**src/hdl/lcdirq_map.svh**
```systemverilog
// Register map, field positions and reset values of the LCD interrupt test and write-protect bank.
// Assumes byte addressing on a 32-bit APB, one aligned word per register.
`ifndef LCDIRQ_MAP_SVH
`define LCDIRQ_MAP_SVH

// Interrupt register byte addresses.
`define LCDIRQ_ADDR_ENABLE_SET 32'h0050_0848
`define LCDIRQ_ADDR_ENABLE_CLR 32'h0050_084C
`define LCDIRQ_ADDR_MASK 32'h0050_0850
`define LCDIRQ_ADDR_STATUS 32'h0050_0854
`define LCDIRQ_ADDR_CLEAR 32'h0050_0858
`define LCDIRQ_ADDR_FORCE 32'h0050_0860
`define LCDIRQ_ADDR_RAW 32'h0050_0864

// Write-protect register byte addresses.
`define LCDIRQ_ADDR_PROT_MODE 32'h0050_08E4
`define LCDIRQ_ADDR_PROT_REPORT 32'h0050_08E8

// Protected configuration words start here, one word each.
`define LCDIRQ_ADDR_CFG_BASE 32'h0050_0800
`define LCDIRQ_CFG_COUNT 15
`define LCDIRQ_CFG_IDX_W 4

// Flag bit positions shared by every interrupt register.
`define LCDIRQ_BIT_LINE 0
`define LCDIRQ_BIT_FINAL_LINE 1
`define LCDIRQ_BIT_FRAME_DONE 2
`define LCDIRQ_BIT_UNDERFLOW 4
`define LCDIRQ_BIT_OVERWRITE 5
`define LCDIRQ_BIT_MEM_FAULT 6

// Protect mode register fields.
`define LCDIRQ_BIT_PROTECT_ON 0
`define LCDIRQ_KEY_LSB 8
`define LCDIRQ_KEY_MSB 31
`define LCDIRQ_KEY_VALUE 24'h4C4344

// Protect report register fields.
`define LCDIRQ_BIT_VIOLATION_SEEN 0
`define LCDIRQ_SRC_LSB 8
`define LCDIRQ_SRC_MSB 23

// Reset values.
`define LCDIRQ_RST_WORD 32'h0000_0000
`define LCDIRQ_RST_FLAGS 6'h00

`endif

```
**src/hdl/lcdirq_pkg.sv**
```systemverilog
// Types of the LCD interrupt test and write-protect bank.
// Assumes the map header supplies every number.
package lcdirq_pkg;

    // The six interrupt flags, one bit per source.
    typedef struct packed {
        logic mem_fault;
        logic overwrite;
        logic underflow;
        logic frame_done;
        logic final_line;
        logic line;
    } lcdirq_flags_t;

    // A decoded APB request as seen in the access phase.
    typedef struct packed {
        logic [31:0] addr;
        logic [31:0] wdata;
        logic write;
        logic active;
    } lcdirq_req_t;

endpackage : lcdirq_pkg

```
**src/hdl/lcdirq_top.sv**
```systemverilog
// APB register bank for LCD interrupt flags, their test forcing, and keyed write protection.
// Assumes one clock pclk, asynchronous active-low presetn, event inputs from logic on pclk.
// Assumes a master that holds its request until ready; side effects happen only on that edge.
`timescale 1ns/1ns
`default_nettype none
`include "lcdirq_map.svh"

// Function
// - Writing 1 to force bit 0 sets the line flag; zeros change nothing.
// - Writing 1 to force bit 1 sets the final-line flag.
// - Writing 1 to force bit 2 sets the frame-done flag.
// - Writing 1 to force bit 4 sets the underflow flag.
// - Writing 1 to force bit 5 sets the overwrite flag.
// - Writing 1 to force bit 6 sets the memory-fault flag.
// - Raw view reads every present flag at the same positions, ignoring the mask.
// - Protect bit 1 with correct key turns write protection on.
// - Protect bit 0 with correct key turns write protection off.
// - A wrong key leaves the protect bit unchanged.
// - The key field always reads back as zero.
// - Protection covers fifteen configuration words: control, timing, frame, FIFO, toggle, dither.
// - Violation bit is set if any violation happened since the last report read.
// - While violation is set, bits 23..8 hold the offending register offset.
// - Reading the report returns it, then clears flag and source.
// - Writing 1 to a clear bit clears that flag; 0 does nothing.
// - Writing 1 to an enable bit sets that mask bit.
module lcdirq_top
    import lcdirq_pkg::*;
#(
    parameter int CFG_COUNT = `LCDIRQ_CFG_COUNT
)
(
    input wire logic pclk,
    input wire logic presetn,
    input wire logic psel,
    input wire logic penable,
    input wire logic pwrite,
    input wire logic [31:0] paddr,
    input wire logic [31:0] pwdata,
    output logic [31:0] prdata,
    output logic pready,
    output logic pslverr,
    input wire lcdirq_flags_t event_in,
    output logic irq,
    output logic protect_on,
    output logic [CFG_COUNT-1:0][31:0] cfg_words
);

    // Places the six flags at their register bit positions.
    // Bit 3 and the upper bits stay zero, so reads never show a flag that does not exist.
    function automatic logic [31:0] flags_to_word(input lcdirq_flags_t f);
        logic [31:0] w;
        w = `LCDIRQ_RST_WORD;
        w[`LCDIRQ_BIT_LINE] = f.line;
        w[`LCDIRQ_BIT_FINAL_LINE] = f.final_line;
        w[`LCDIRQ_BIT_FRAME_DONE] = f.frame_done;
        w[`LCDIRQ_BIT_UNDERFLOW] = f.underflow;
        w[`LCDIRQ_BIT_OVERWRITE] = f.overwrite;
        w[`LCDIRQ_BIT_MEM_FAULT] = f.mem_fault;
        return w;
    endfunction : flags_to_word

    // Picks the six flags out of a written word; other bits are ignored.
    // Ignoring bit 3 keeps a careless all-ones write from touching anything undefined.
    function automatic lcdirq_flags_t word_to_flags(input logic [31:0] w);
        lcdirq_flags_t f;
        f.line = w[`LCDIRQ_BIT_LINE];
        f.final_line = w[`LCDIRQ_BIT_FINAL_LINE];
        f.frame_done = w[`LCDIRQ_BIT_FRAME_DONE];
        f.underflow = w[`LCDIRQ_BIT_UNDERFLOW];
        f.overwrite = w[`LCDIRQ_BIT_OVERWRITE];
        f.mem_fault = w[`LCDIRQ_BIT_MEM_FAULT];
        return f;
    endfunction : word_to_flags

    // Tells whether an address falls on one of the protected configuration words.
    // A misaligned address is refused here, so it can neither write a word nor raise a violation.
    function automatic logic is_cfg_addr(input logic [31:0] a);
        logic [31:0] rel;
        rel = a - `LCDIRQ_ADDR_CFG_BASE;
        return (rel[1:0] == 2'h0) && (rel[31:2] < 30'(CFG_COUNT));
    endfunction : is_cfg_addr

    localparam int IDX_W = `LCDIRQ_CFG_IDX_W;

    logic pready_ff;
    logic pslverr_ff;
    logic [31:0] prdata_ff;
    logic irq_ff;
    logic protect_on_ff;
    lcdirq_flags_t flags_ff;
    lcdirq_flags_t mask_ff;
    logic violation_seen_ff;
    logic [15:0] violation_source_ff;
    logic [CFG_COUNT-1:0][31:0] cfg_ff;

    lcdirq_req_t req;
    logic first_access;
    logic commit;
    logic wr_commit;
    logic rd_commit;
    logic addr_known;
    logic [31:0] rd_word;
    logic [31:0] cfg_rel;
    logic [IDX_W-1:0] cfg_idx;
    logic cfg_hit;
    logic key_ok;
    logic cfg_blocked;
    lcdirq_flags_t wr_flags;
    lcdirq_flags_t nxt_flags;
    lcdirq_flags_t nxt_mask;
    logic wr_force;
    logic wr_clear;
    logic wr_enable_set;
    logic wr_enable_clr;
    logic wr_prot_mode;
    logic rd_report;

    // Bundles the bus request; the first access cycle prepares the answer, the next one commits it.
    // Committing on the ready edge keeps a read-clear from firing twice on one access.
    assign req.addr = paddr;
    assign req.wdata = pwdata;
    assign req.write = pwrite;
    assign req.active = psel & penable;
    assign first_access = req.active & ~pready_ff;
    assign commit = req.active & pready_ff;
    assign wr_commit = commit & req.write;
    assign rd_commit = commit & ~req.write;
    assign wr_flags = word_to_flags(req.wdata);

    // Decodes the protected configuration word index.
    // The same decode drives the lock check, the word write and the violation record.
    assign cfg_hit = is_cfg_addr(req.addr);
    assign cfg_rel = req.addr - `LCDIRQ_ADDR_CFG_BASE;
    assign cfg_idx = cfg_rel[IDX_W+1:2];
    assign key_ok = (req.wdata[`LCDIRQ_KEY_MSB:`LCDIRQ_KEY_LSB] == `LCDIRQ_KEY_VALUE);
    assign cfg_blocked = wr_commit & cfg_hit & protect_on_ff;

    // Register strobes, one for each side effect, all on the commit edge.
    assign wr_force = wr_commit & (req.addr == `LCDIRQ_ADDR_FORCE);
    assign wr_clear = wr_commit & (req.addr == `LCDIRQ_ADDR_CLEAR);
    assign wr_enable_set = wr_commit & (req.addr == `LCDIRQ_ADDR_ENABLE_SET);
    assign wr_enable_clr = wr_commit & (req.addr == `LCDIRQ_ADDR_ENABLE_CLR);
    assign wr_prot_mode = wr_commit & (req.addr == `LCDIRQ_ADDR_PROT_MODE);
    assign rd_report = rd_commit & (req.addr == `LCDIRQ_ADDR_PROT_REPORT);

    // Builds the read answer and flags unmapped addresses.
    // Write-only words read as zero without error; only an address nothing decodes is refused.
    always_comb
    begin
        rd_word = `LCDIRQ_RST_WORD;
        addr_known = 1'b1;
        if (cfg_hit)
        begin
            rd_word = cfg_ff[cfg_idx];
        end
        else
        begin
            case (req.addr)
                `LCDIRQ_ADDR_ENABLE_SET, `LCDIRQ_ADDR_ENABLE_CLR,
                `LCDIRQ_ADDR_CLEAR, `LCDIRQ_ADDR_FORCE:
                    rd_word = `LCDIRQ_RST_WORD;
                `LCDIRQ_ADDR_MASK:
                    rd_word = flags_to_word(mask_ff);
                `LCDIRQ_ADDR_STATUS:
                    rd_word = flags_to_word(flags_ff & mask_ff);
                `LCDIRQ_ADDR_RAW:
                    rd_word = flags_to_word(flags_ff);
                `LCDIRQ_ADDR_PROT_MODE:
                begin
                    rd_word[`LCDIRQ_BIT_PROTECT_ON] = protect_on_ff;
                end
                `LCDIRQ_ADDR_PROT_REPORT:
                begin
                    rd_word[`LCDIRQ_BIT_VIOLATION_SEEN] = violation_seen_ff;
                    rd_word[`LCDIRQ_SRC_MSB:`LCDIRQ_SRC_LSB] = violation_source_ff;
                end
                default:
                    addr_known = 1'b0;
            endcase
        end
    end

    // Ready rises one cycle after the access phase starts, so every access has exactly one wait state.
    // The wait state gives the read multiplexer a whole cycle and keeps side effects on a single edge.
    always_ff @(posedge pclk or negedge presetn)
    begin
        if (!presetn)
        begin
            pready_ff <= 1'b0;
        end
        else
        begin
            pready_ff <= first_access;
        end
    end

    // The error answer travels with ready and is raised only for an address that nothing decodes.
    always_ff @(posedge pclk or negedge presetn)
    begin
        if (!presetn)
        begin
            pslverr_ff <= 1'b0;
        end
        else
        begin
            pslverr_ff <= first_access & ~addr_known;
        end
    end

    // Read data is captured in the wait state and then held until the next read answers.
    // Capturing before the commit edge means a read-clear cannot corrupt the word being returned.
    always_ff @(posedge pclk or negedge presetn)
    begin
        if (!presetn)
        begin
            prdata_ff <= `LCDIRQ_RST_WORD;
        end
        else if (first_access && !req.write)
        begin
            prdata_ff <= rd_word;
        end
    end

    // Interrupt flags: sources, forcing and clearing; a set in the clearing cycle survives.
    // Events are merged after the clear so that a source pulse is never lost to a late clear.
    always_comb
    begin
        nxt_flags = flags_ff;
        if (wr_clear)
        begin
            nxt_flags = flags_ff & ~wr_flags;
        end
        nxt_flags = nxt_flags | event_in;
        if (wr_force)
        begin
            nxt_flags.line = nxt_flags.line | wr_flags.line;
            nxt_flags.final_line = nxt_flags.final_line | wr_flags.final_line;
            nxt_flags.frame_done = nxt_flags.frame_done | wr_flags.frame_done;
            nxt_flags.underflow = nxt_flags.underflow | wr_flags.underflow;
            nxt_flags.overwrite = nxt_flags.overwrite | wr_flags.overwrite;
            nxt_flags.mem_fault = nxt_flags.mem_fault | wr_flags.mem_fault;
        end
    end

    // Interrupt mask: enable writes set bits, disable writes clear them.
    always_comb
    begin
        nxt_mask = mask_ff;
        if (wr_enable_set)
        begin
            nxt_mask = mask_ff | wr_flags;
        end
        else if (wr_enable_clr)
        begin
            nxt_mask = mask_ff & ~wr_flags;
        end
    end

    // Sticky interrupt flags.
    always_ff @(posedge pclk or negedge presetn)
    begin
        if (!presetn)
        begin
            flags_ff <= `LCDIRQ_RST_FLAGS;
        end
        else
        begin
            flags_ff <= nxt_flags;
        end
    end

    // Interrupt mask bits.
    always_ff @(posedge pclk or negedge presetn)
    begin
        if (!presetn)
        begin
            mask_ff <= `LCDIRQ_RST_FLAGS;
        end
        else
        begin
            mask_ff <= nxt_mask;
        end
    end

    // Interrupt output, built from next values so that it changes on the same edge as the flags.
    always_ff @(posedge pclk or negedge presetn)
    begin
        if (!presetn)
        begin
            irq_ff <= 1'b0;
        end
        else
        begin
            irq_ff <= |(nxt_flags & nxt_mask);
        end
    end

    // Protect enable changes only with the correct key.
    // A wrong key aborts the whole write, so a stray store cannot unlock the configuration.
    always_ff @(posedge pclk or negedge presetn)
    begin
        if (!presetn)
        begin
            protect_on_ff <= 1'b0;
        end
        else if (wr_prot_mode && key_ok)
        begin
            protect_on_ff <= req.wdata[`LCDIRQ_BIT_PROTECT_ON];
        end
    end

    // Violation flag: a new violation wins over the clearing read in the same cycle.
    // Letting the set win means software never misses a violation that lands on its own read.
    always_ff @(posedge pclk or negedge presetn)
    begin
        if (!presetn)
        begin
            violation_seen_ff <= 1'b0;
        end
        else if (cfg_blocked)
        begin
            violation_seen_ff <= 1'b1;
        end
        else if (rd_report)
        begin
            violation_seen_ff <= 1'b0;
        end
    end

    // Violation source: low address half of the last blocked write, cleared together with the flag.
    always_ff @(posedge pclk or negedge presetn)
    begin
        if (!presetn)
        begin
            violation_source_ff <= 16'h0000;
        end
        else if (cfg_blocked)
        begin
            violation_source_ff <= req.addr[15:0];
        end
        else if (rd_report)
        begin
            violation_source_ff <= 16'h0000;
        end
    end

    // Protected configuration words, written only while unlocked.
    // A blocked write never reaches these words; it is only recorded in the violation report.
    genvar gi;
    generate
        for (gi = 0; gi < CFG_COUNT; gi++)
        begin : g_cfg
            always_ff @(posedge pclk or negedge presetn)
            begin
                if (!presetn)
                begin
                    cfg_ff[gi] <= `LCDIRQ_RST_WORD;
                end
                else if (wr_commit && cfg_hit && !protect_on_ff && cfg_idx == IDX_W'(gi))
                begin
                    cfg_ff[gi] <= req.wdata;
                end
            end
        end
    endgenerate

    // Every output comes straight from a flip-flop.
    // No output passes through logic, so the outputs carry no glitches into the controller.
    assign prdata = prdata_ff;
    assign pready = pready_ff;
    assign pslverr = pslverr_ff;
    assign irq = irq_ff;
    assign protect_on = protect_on_ff;
    assign cfg_words = cfg_ff;

endmodule : lcdirq_top
`default_nettype wire

```
**config.mk**
```make
export PLATFORM = sky130hd
export DESIGN_NAME = lcdirq_top
export DESIGN_NICKNAME = d
export VERILOG_FILES = /design/src/hdl/lcdirq_pkg.sv /design/src/hdl/lcdirq_top.sv
export VERILOG_INCLUDE_DIRS = /design/src /design/src/hdl
export SDC_FILE = /design/constraint.sdc
export NUM_CORES = 1
export LEC_CHECK = 0
export BUFFER_PORTS_ARGS = -buffer_cell sky130_fd_sc_hd__buf_4
export CORE_ASPECT_RATIO = 0.5
export CORE_MARGIN = 4
export CORE_UTILIZATION = 45
export DETAILED_ROUTE_END_ITERATION = 12
export GPL_TIMING_DRIVEN = 0
export PLACE_DENSITY = 0.8
export SLEW_MARGIN = 20
export SYNTH_ARGS = -nofsm -noshare
export SYNTH_HDL_FRONTEND = slang
export SYNTH_SLANG_ARGS = --single-unit
```
**constraint.sdc**
```tcl
create_clock -name pclk -period 2.5 [get_ports pclk]
set_input_delay 0.125 -clock pclk [delete_from_list [all_inputs] [get_ports pclk]]
set_output_delay 0.125 -clock pclk [all_outputs]
set_load 0.02 [all_outputs]
```
* Yosys cells after proc, flatten, opt, wreduce, memory -nomap -nowiden
Index checks and enable logic that the tools add are counted.
** Storage, ports and cells
- Flip-flop bits (word level) :: 545
- Input bits :: 75
- Output and inout port bits :: 516
** Cells by class
- $add $sub $neg :: 1
- Magnitude comparators :: 2
- Equality and inequality tests :: 24
- Multiplexer cells :: 16
- Bitwise logic cells :: 30
- Reductions and logical operators :: 27
** Operators with widths (count)
- 32-bit by 23-bit equality test with 1-bit output (second input constant) :: 9
- 32-bit binary-select mux with 4-bit select :: 1
- 32-bit 2-to-1 mux :: 2
- 16-bit 2-to-1 mux :: 3
- 32-bit by 23-bit subtractor with 32-bit output (second input constant) :: 1
- 30-bit by 4-bit less-than comparator with 1-bit output (second input constant) :: 1
- 4-bit equality test (second input constant) :: 7
- 6-bit AND :: 4
- 24-bit by 23-bit equality test with 1-bit output (second input constant) :: 1
- 6-bit 2-to-1 mux :: 4
- 1-bit logical AND :: 20
- 6-bit case mux with 3 select lines :: 1
- 4-bit by 3-bit equality test with 1-bit output (second input constant) :: 4
- 1-bit AND :: 14
- 6-bit bitwise OR :: 2
- 9-bit OR reduction :: 1
- 4-bit by 2-bit equality test with 1-bit output (second input constant) :: 2
- 6-bit inverter :: 1
- 1-bit bitwise OR :: 6
- 6-bit OR reduction :: 1
- 4-bit by 5-bit less-than comparator with 1-bit output (second input constant) :: 1
- 1-bit case mux with 5 select lines :: 1
- 4-bit by 1-bit equality test with 1-bit output (second input constant) :: 1
- 4-bit logical NOT :: 1
- 5 further kinds :: 11

* Depth between registers and ports, before layout
- Depth after elaboration :: 10
- Gate-level depth with buffers :: 12
- Depth with buffers taken out :: 9

* Worst setup path after synthesis
Ideal clock, no wire load.
- Path type :: in2reg
- Start point :: input paddr[11]
- End point :: register cfg_ff, in the netlist cfg_words[474]
- Setup time :: 125 ps
- Arrival :: 2657 ps
- Required time :: 2375 ps
- Path slack :: -282 ps
- Stages on the path :: 11
- Path buffers :: 2
- Cells stage by stage :: inv_1 > ha_1 > or4b_2 > o21ai_1 > a32oi_1 > o31ai_2 > nand4_1 > buf_4 > nor4_4 > buf_2 > mux2_2
** On the way
- Word-level cells in the longest chain between the ends :: 6
** RTL lines
- start, declared :: RTL line lcdirq_top.sv:37 : input wire logic [31:0] paddr,
- 32-bit by 23-bit subtractor with 32-bit output (no source line)
- 30-bit by 4-bit less-than comparator with 1-bit output :: RTL line lcdirq_top.sv:80 : return (rel[1:0] == 2'h0) && (rel[31:2] < 30'(CFG_COUNT));
- 1-bit logical AND :: RTL line lcdirq_top.sv:80
- 1-bit logical AND (3 in a row) :: RTL line lcdirq_top.sv:359 : else if (wr_commit && cfg_hit && !protect_on_ff && cfg_idx == IDX_W'(gi))
- end signal, assigned by index :: RTL line lcdirq_top.sv:357 : cfg_ff[gi] <= `LCDIRQ_RST_WORD;
- end signal, assigned by index :: RTL line lcdirq_top.sv:361 : cfg_ff[gi] <= req.wdata;
- end, declared :: RTL line lcdirq_top.sv:94 : logic [CFG_COUNT-1:0][31:0] cfg_ff;
Every way passes these cells.
A chain may end at the register's enable or synchronous reset.

* Worst setup path in the final report
- Start point :: input paddr[3]
- End point :: register prdata_ff[3] (netlist: prdata[3])
** On the way
- Word-level cells in the longest chain between the ends :: 4
- Elaborated cells on any way between the ends :: 6
** RTL lines
- 32-bit by 23-bit subtractor with 32-bit output (no source line) (*)
- 30-bit by 4-bit less-than comparator with 1-bit output / 32-bit binary-select mux with 4-bit select (equally long branches) :: RTL line lcdirq_top.sv:80, lcdirq_top.sv:154
- 1-bit logical AND / 32-bit 2-to-1 mux (equally long branches) :: RTL line lcdirq_top.sv:80, lcdirq_top.sv:154
- 32-bit 2-to-1 mux (*) :: RTL line lcdirq_top.sv:152 : if (cfg_hit)
- end signal, assigned :: RTL line lcdirq_top.sv:216 : prdata_ff <= `LCDIRQ_RST_WORD;
- end signal, assigned :: RTL line lcdirq_top.sv:220 : prdata_ff <= rd_word;
- end, declared :: RTL line lcdirq_top.sv:87 : logic [31:0] prdata_ff;
Every way passes the cells marked *; elsewhere a longest branch is shown, timed or not. The select of a mux whose other input is x is not followed.

==> results.toml <==
[floorplanning]
initial_utilization_pct = 45.6
rows = 62
io-pin-count = 591
die-height_um = 179
die_w_um = 349
die-area_um2 = 62500
core_area_um2 = 57600

[drt]
drt-initial-drc-count = 2126
ant_nets = 0
vias = 19900
highest_layer = "met4"
wire_per_inst_um = 31.2
via_per_inst = 6.08
met1_length_mm = 37.6
dr_wl_met3_mm = 7.52
drcViolationCount = 0
met2WireLength_mm = 49.3
wirelength_mm = 102
drtPass1Iterations = 6

[setup_path]
path_buf_inv = 3
crit_path_max_fanout = 10
timing.rr.end = "irq"
path_cells = "clkbuf_1 > clkbuf_1 > clkbuf_1 > o21ai_0 > mux4_2 > a22o_1"
required_ns = 2.96
critical_path_arrival_ns = 2.99
critPathLaunchType = "input port"
crit_slowest_cell = "clkbuf_1"
critical-path-max-stage-delay_ns = 0.71
end_kind = "register"
r2r_start = "pready"
crit_family = "buffers and inverters"
critical_path.most_common_cell = "clkbuf_1"
worstSetupPathType = "input port to register"
r2r_slack_ns = 0.01
reg2reg_depth = 9

[worst_hold_path]
min_from = "paddr[7]"
hold_path_depth = 5
min_to = "prdata[0]"
hold_path_class = "input port to register"

[sta]
slew_viol_final = 0
slew_headroom_pct = 28.4
hold_viol = 0
period_needed_ns = 2.53
skew_ns = 0.0378
worst_pin_slew_ns = 1.07
fin_crit_sh_pct = 101
setup_viol = 3
max_clock_freq_ghz = 0.395
setup_ws_ns = -0.0322

[grt]
grt_usage_pct = 31.2
grt_pass1_vias = 20000
antenna_found_initial = 1
grt.overflow.total = 0
grt_pass1_wl_mm = 141
grt_max_degree = 101

[pwr]
peakVddDrop_v = 0.000556
power_switching_mw = 4.32
clock_power_share_pct = 46.1
power_leakage_nw = 17.4
power_frac_seq_pct = 48.1
p_per_area_nw_per_um2 = 526
comb_power_share_pct = 5.8
swShare_pct = 23.5
p_int_mw = 14.0

[placed_design]
portBuffers = 580
hpwl_mm = 72.8
routabilityCongestion = 0.904
place_inst = 3099
pre_cts_ws_ns = -1.32

[logic_synthesis]
synth_nets = 1822
synthArstFlopShare_pct = 100
synthesis.area_um2 = 26200
synth_cell_type_count = 65
synth_seq_cells = 545
postSynthAreaPerCell_um2 = 15.0
synth-edff-count = 0
ys.warnings.count = 0
syn_inst = 1746
synth_ff_type = "dfrtp_1"
ys_seq_area_share_pct = 52.0

[final_layout]
final_common_cell = "buf_4"
layout_common_cells = "625 x buf_4, 544 x dfrtp_1, 170 x mux2_1"
final_layout_size_suffix_gt1_share_pct = 51.0
layout.nets = 2544
synthToLayoutAreaGrowth_pct = 32.9
finalNonFillerCells = 3276

[cts]
ctsHtreeMaxLevel = 2
cts_tree = "yes"
cts_inserted_buffers = 51
cts.sinks = 545
worstSkewPairLatency_ns = 0.60
path_clk_slew_ns = 0.06
cts_buffer_depth = 3
root_buffer = "clkbuf_16"

[outcome]
status = "complete, but fails checks"
violations = "negative setup slack"

[run]
cap_viol_max_count = 0
final cells by class:
cell class                      instances  area, um2
Sequential cell                       545      13600
Clock inverter                         20        329
Tap cell                              768        961
Fill cell                            4345      22700
Inverter                               17       63.8
Clock buffer                           72       1460
Buffer                                152       1200
Antenna cell                            1       2.50
Timing Repair Buffer                  671       5390
Multi-Input combinational cell       1030      11800
worst max-delay path by stage:
| stage | cells after the start | start | end | slack, ns |
|---|---|---|---|---|
| finish | 6 | paddr[3] | prdata[3] | -0.03 |
| global route | 7 | paddr[3] | prdata[23] | -0.04 |
| CTS | 10 | paddr[26] | cfg_words[381] | 0.01 |
| detailed placement | 9 | paddr[2] | prdata[6] | -1.32 |
| global placement | 1 | presetn | pready | -5.00 |
| floorplan | 10 | paddr[24] | cfg_words[161] | -0.14 |
per-layer routing:
layer,up-vias,GRT usage (%)
li1,7961,-
met1,10400,38.1
met2,1158,50.8
met3,366,6.30
met4,0,21.1
met5,-,0
kinds of logic (layout without fill, tap and decap cells):
kind of cell / after synthesis / in the layout / share of synthesized area, %
buffers and inverters: 171 / 932 / 3.73
muxes: 656 / 656 / 35.6
xor gates and xnor gates: 2 / 2 / 0.0668
AOI/OAI and AO/OA: 131 / 131 / 3.47
DFF: 545 / 545 / 52.0
adders and majority gates: 1 / 1 / 0.0477
and+or+nand+nor: 240 / 240 / 5.10
other: 0 / 1 / 0
repair_timing:
item,4_1_cts,5_1_grt
endpoints found under the hold margin,230,0
resized for setup,37,55
endpoints found under the setup margin,398,499
gates cloned,0,9
pin swaps,13,14
buffers inserted,22,17
hold buffers,38,0
per-stage QoR:
stage	utilization, %	area, um2	total power [mW]	hold WS (ns)	TNS [ns]
floorplan	-	26400	9.39	-0.171	-27.32
global placement	55.2	31700	9.93	0.360	-2887.54
detailed placement	55.4	31900	9.97	0.221	-468.89
CTS	59.7	34300	18.3	0.0153	0
global route	60.6	34900	18.8	0.0590	-0.350
finish	60.6	34900	18.4	0.0532	-0.0635
power by group through the flow:
stage / clock (mW) / sequential (mW) / combinational, mW
2_1_floorplan: 0 / 9.00 / 0.388
3_3_place_gp: 0 / 9.00 / 0.935
3_5_place_dp: 0 / 8.99 / 0.974
4_1_cts: 8.47 / 8.83 / 1.04
5_1_grt: 8.87 / 8.82 / 1.14
6_report: 8.46 / 8.83 / 1.07
registers in the layout, indices dropped and copies added (netlist names), 6 cells and up:
register / cells
violation_source_ff: 16
cfg_words: 480
flags_ff: 6
prdata: 32
mask_ff: 6
worst reg2reg max path, cell delays in order (launching register included):
cell	delay [ns]
dfrtp_2	0.39
nand4_1	0.12
or3_4	0.40
nor4_4	0.37
clkbuf_8	0.22
buf_2	0.16
nand3_1	0.12
mux2i_2	0.22
a22oi_1	0.22
nand3_2	0.13
cell usage after synthesis (all sizes together), types with 5 or more instances:
library cell | n | area share, %
a221o | 8 | 0.31
a22oi | 20 | 0.57
a31oi | 7 | 0.17
and2 | 11 | 0.26
and3 | 7 | 0.17
and4 | 5 | 0.17
buf | 75 | 2.4
clkbuf | 79 | 1.1
dfrtp | 545 | 52
inv | 17 | 0.24
mux2 | 486 | 23
mux2i | 42 | 1.6
mux4 | 128 | 11
nand2 | 85 | 1.2
nand2b | 8 | 0.19
nand3 | 27 | 0.52
nand4 | 6 | 0.14
nor2 | 28 | 0.40
nor2b | 11 | 0.26
nor3 | 10 | 0.21
nor4 | 22 | 0.95
nor4b | 5 | 0.17
o21ai | 61 | 1.2
Power figures use the tool's default switching activity.
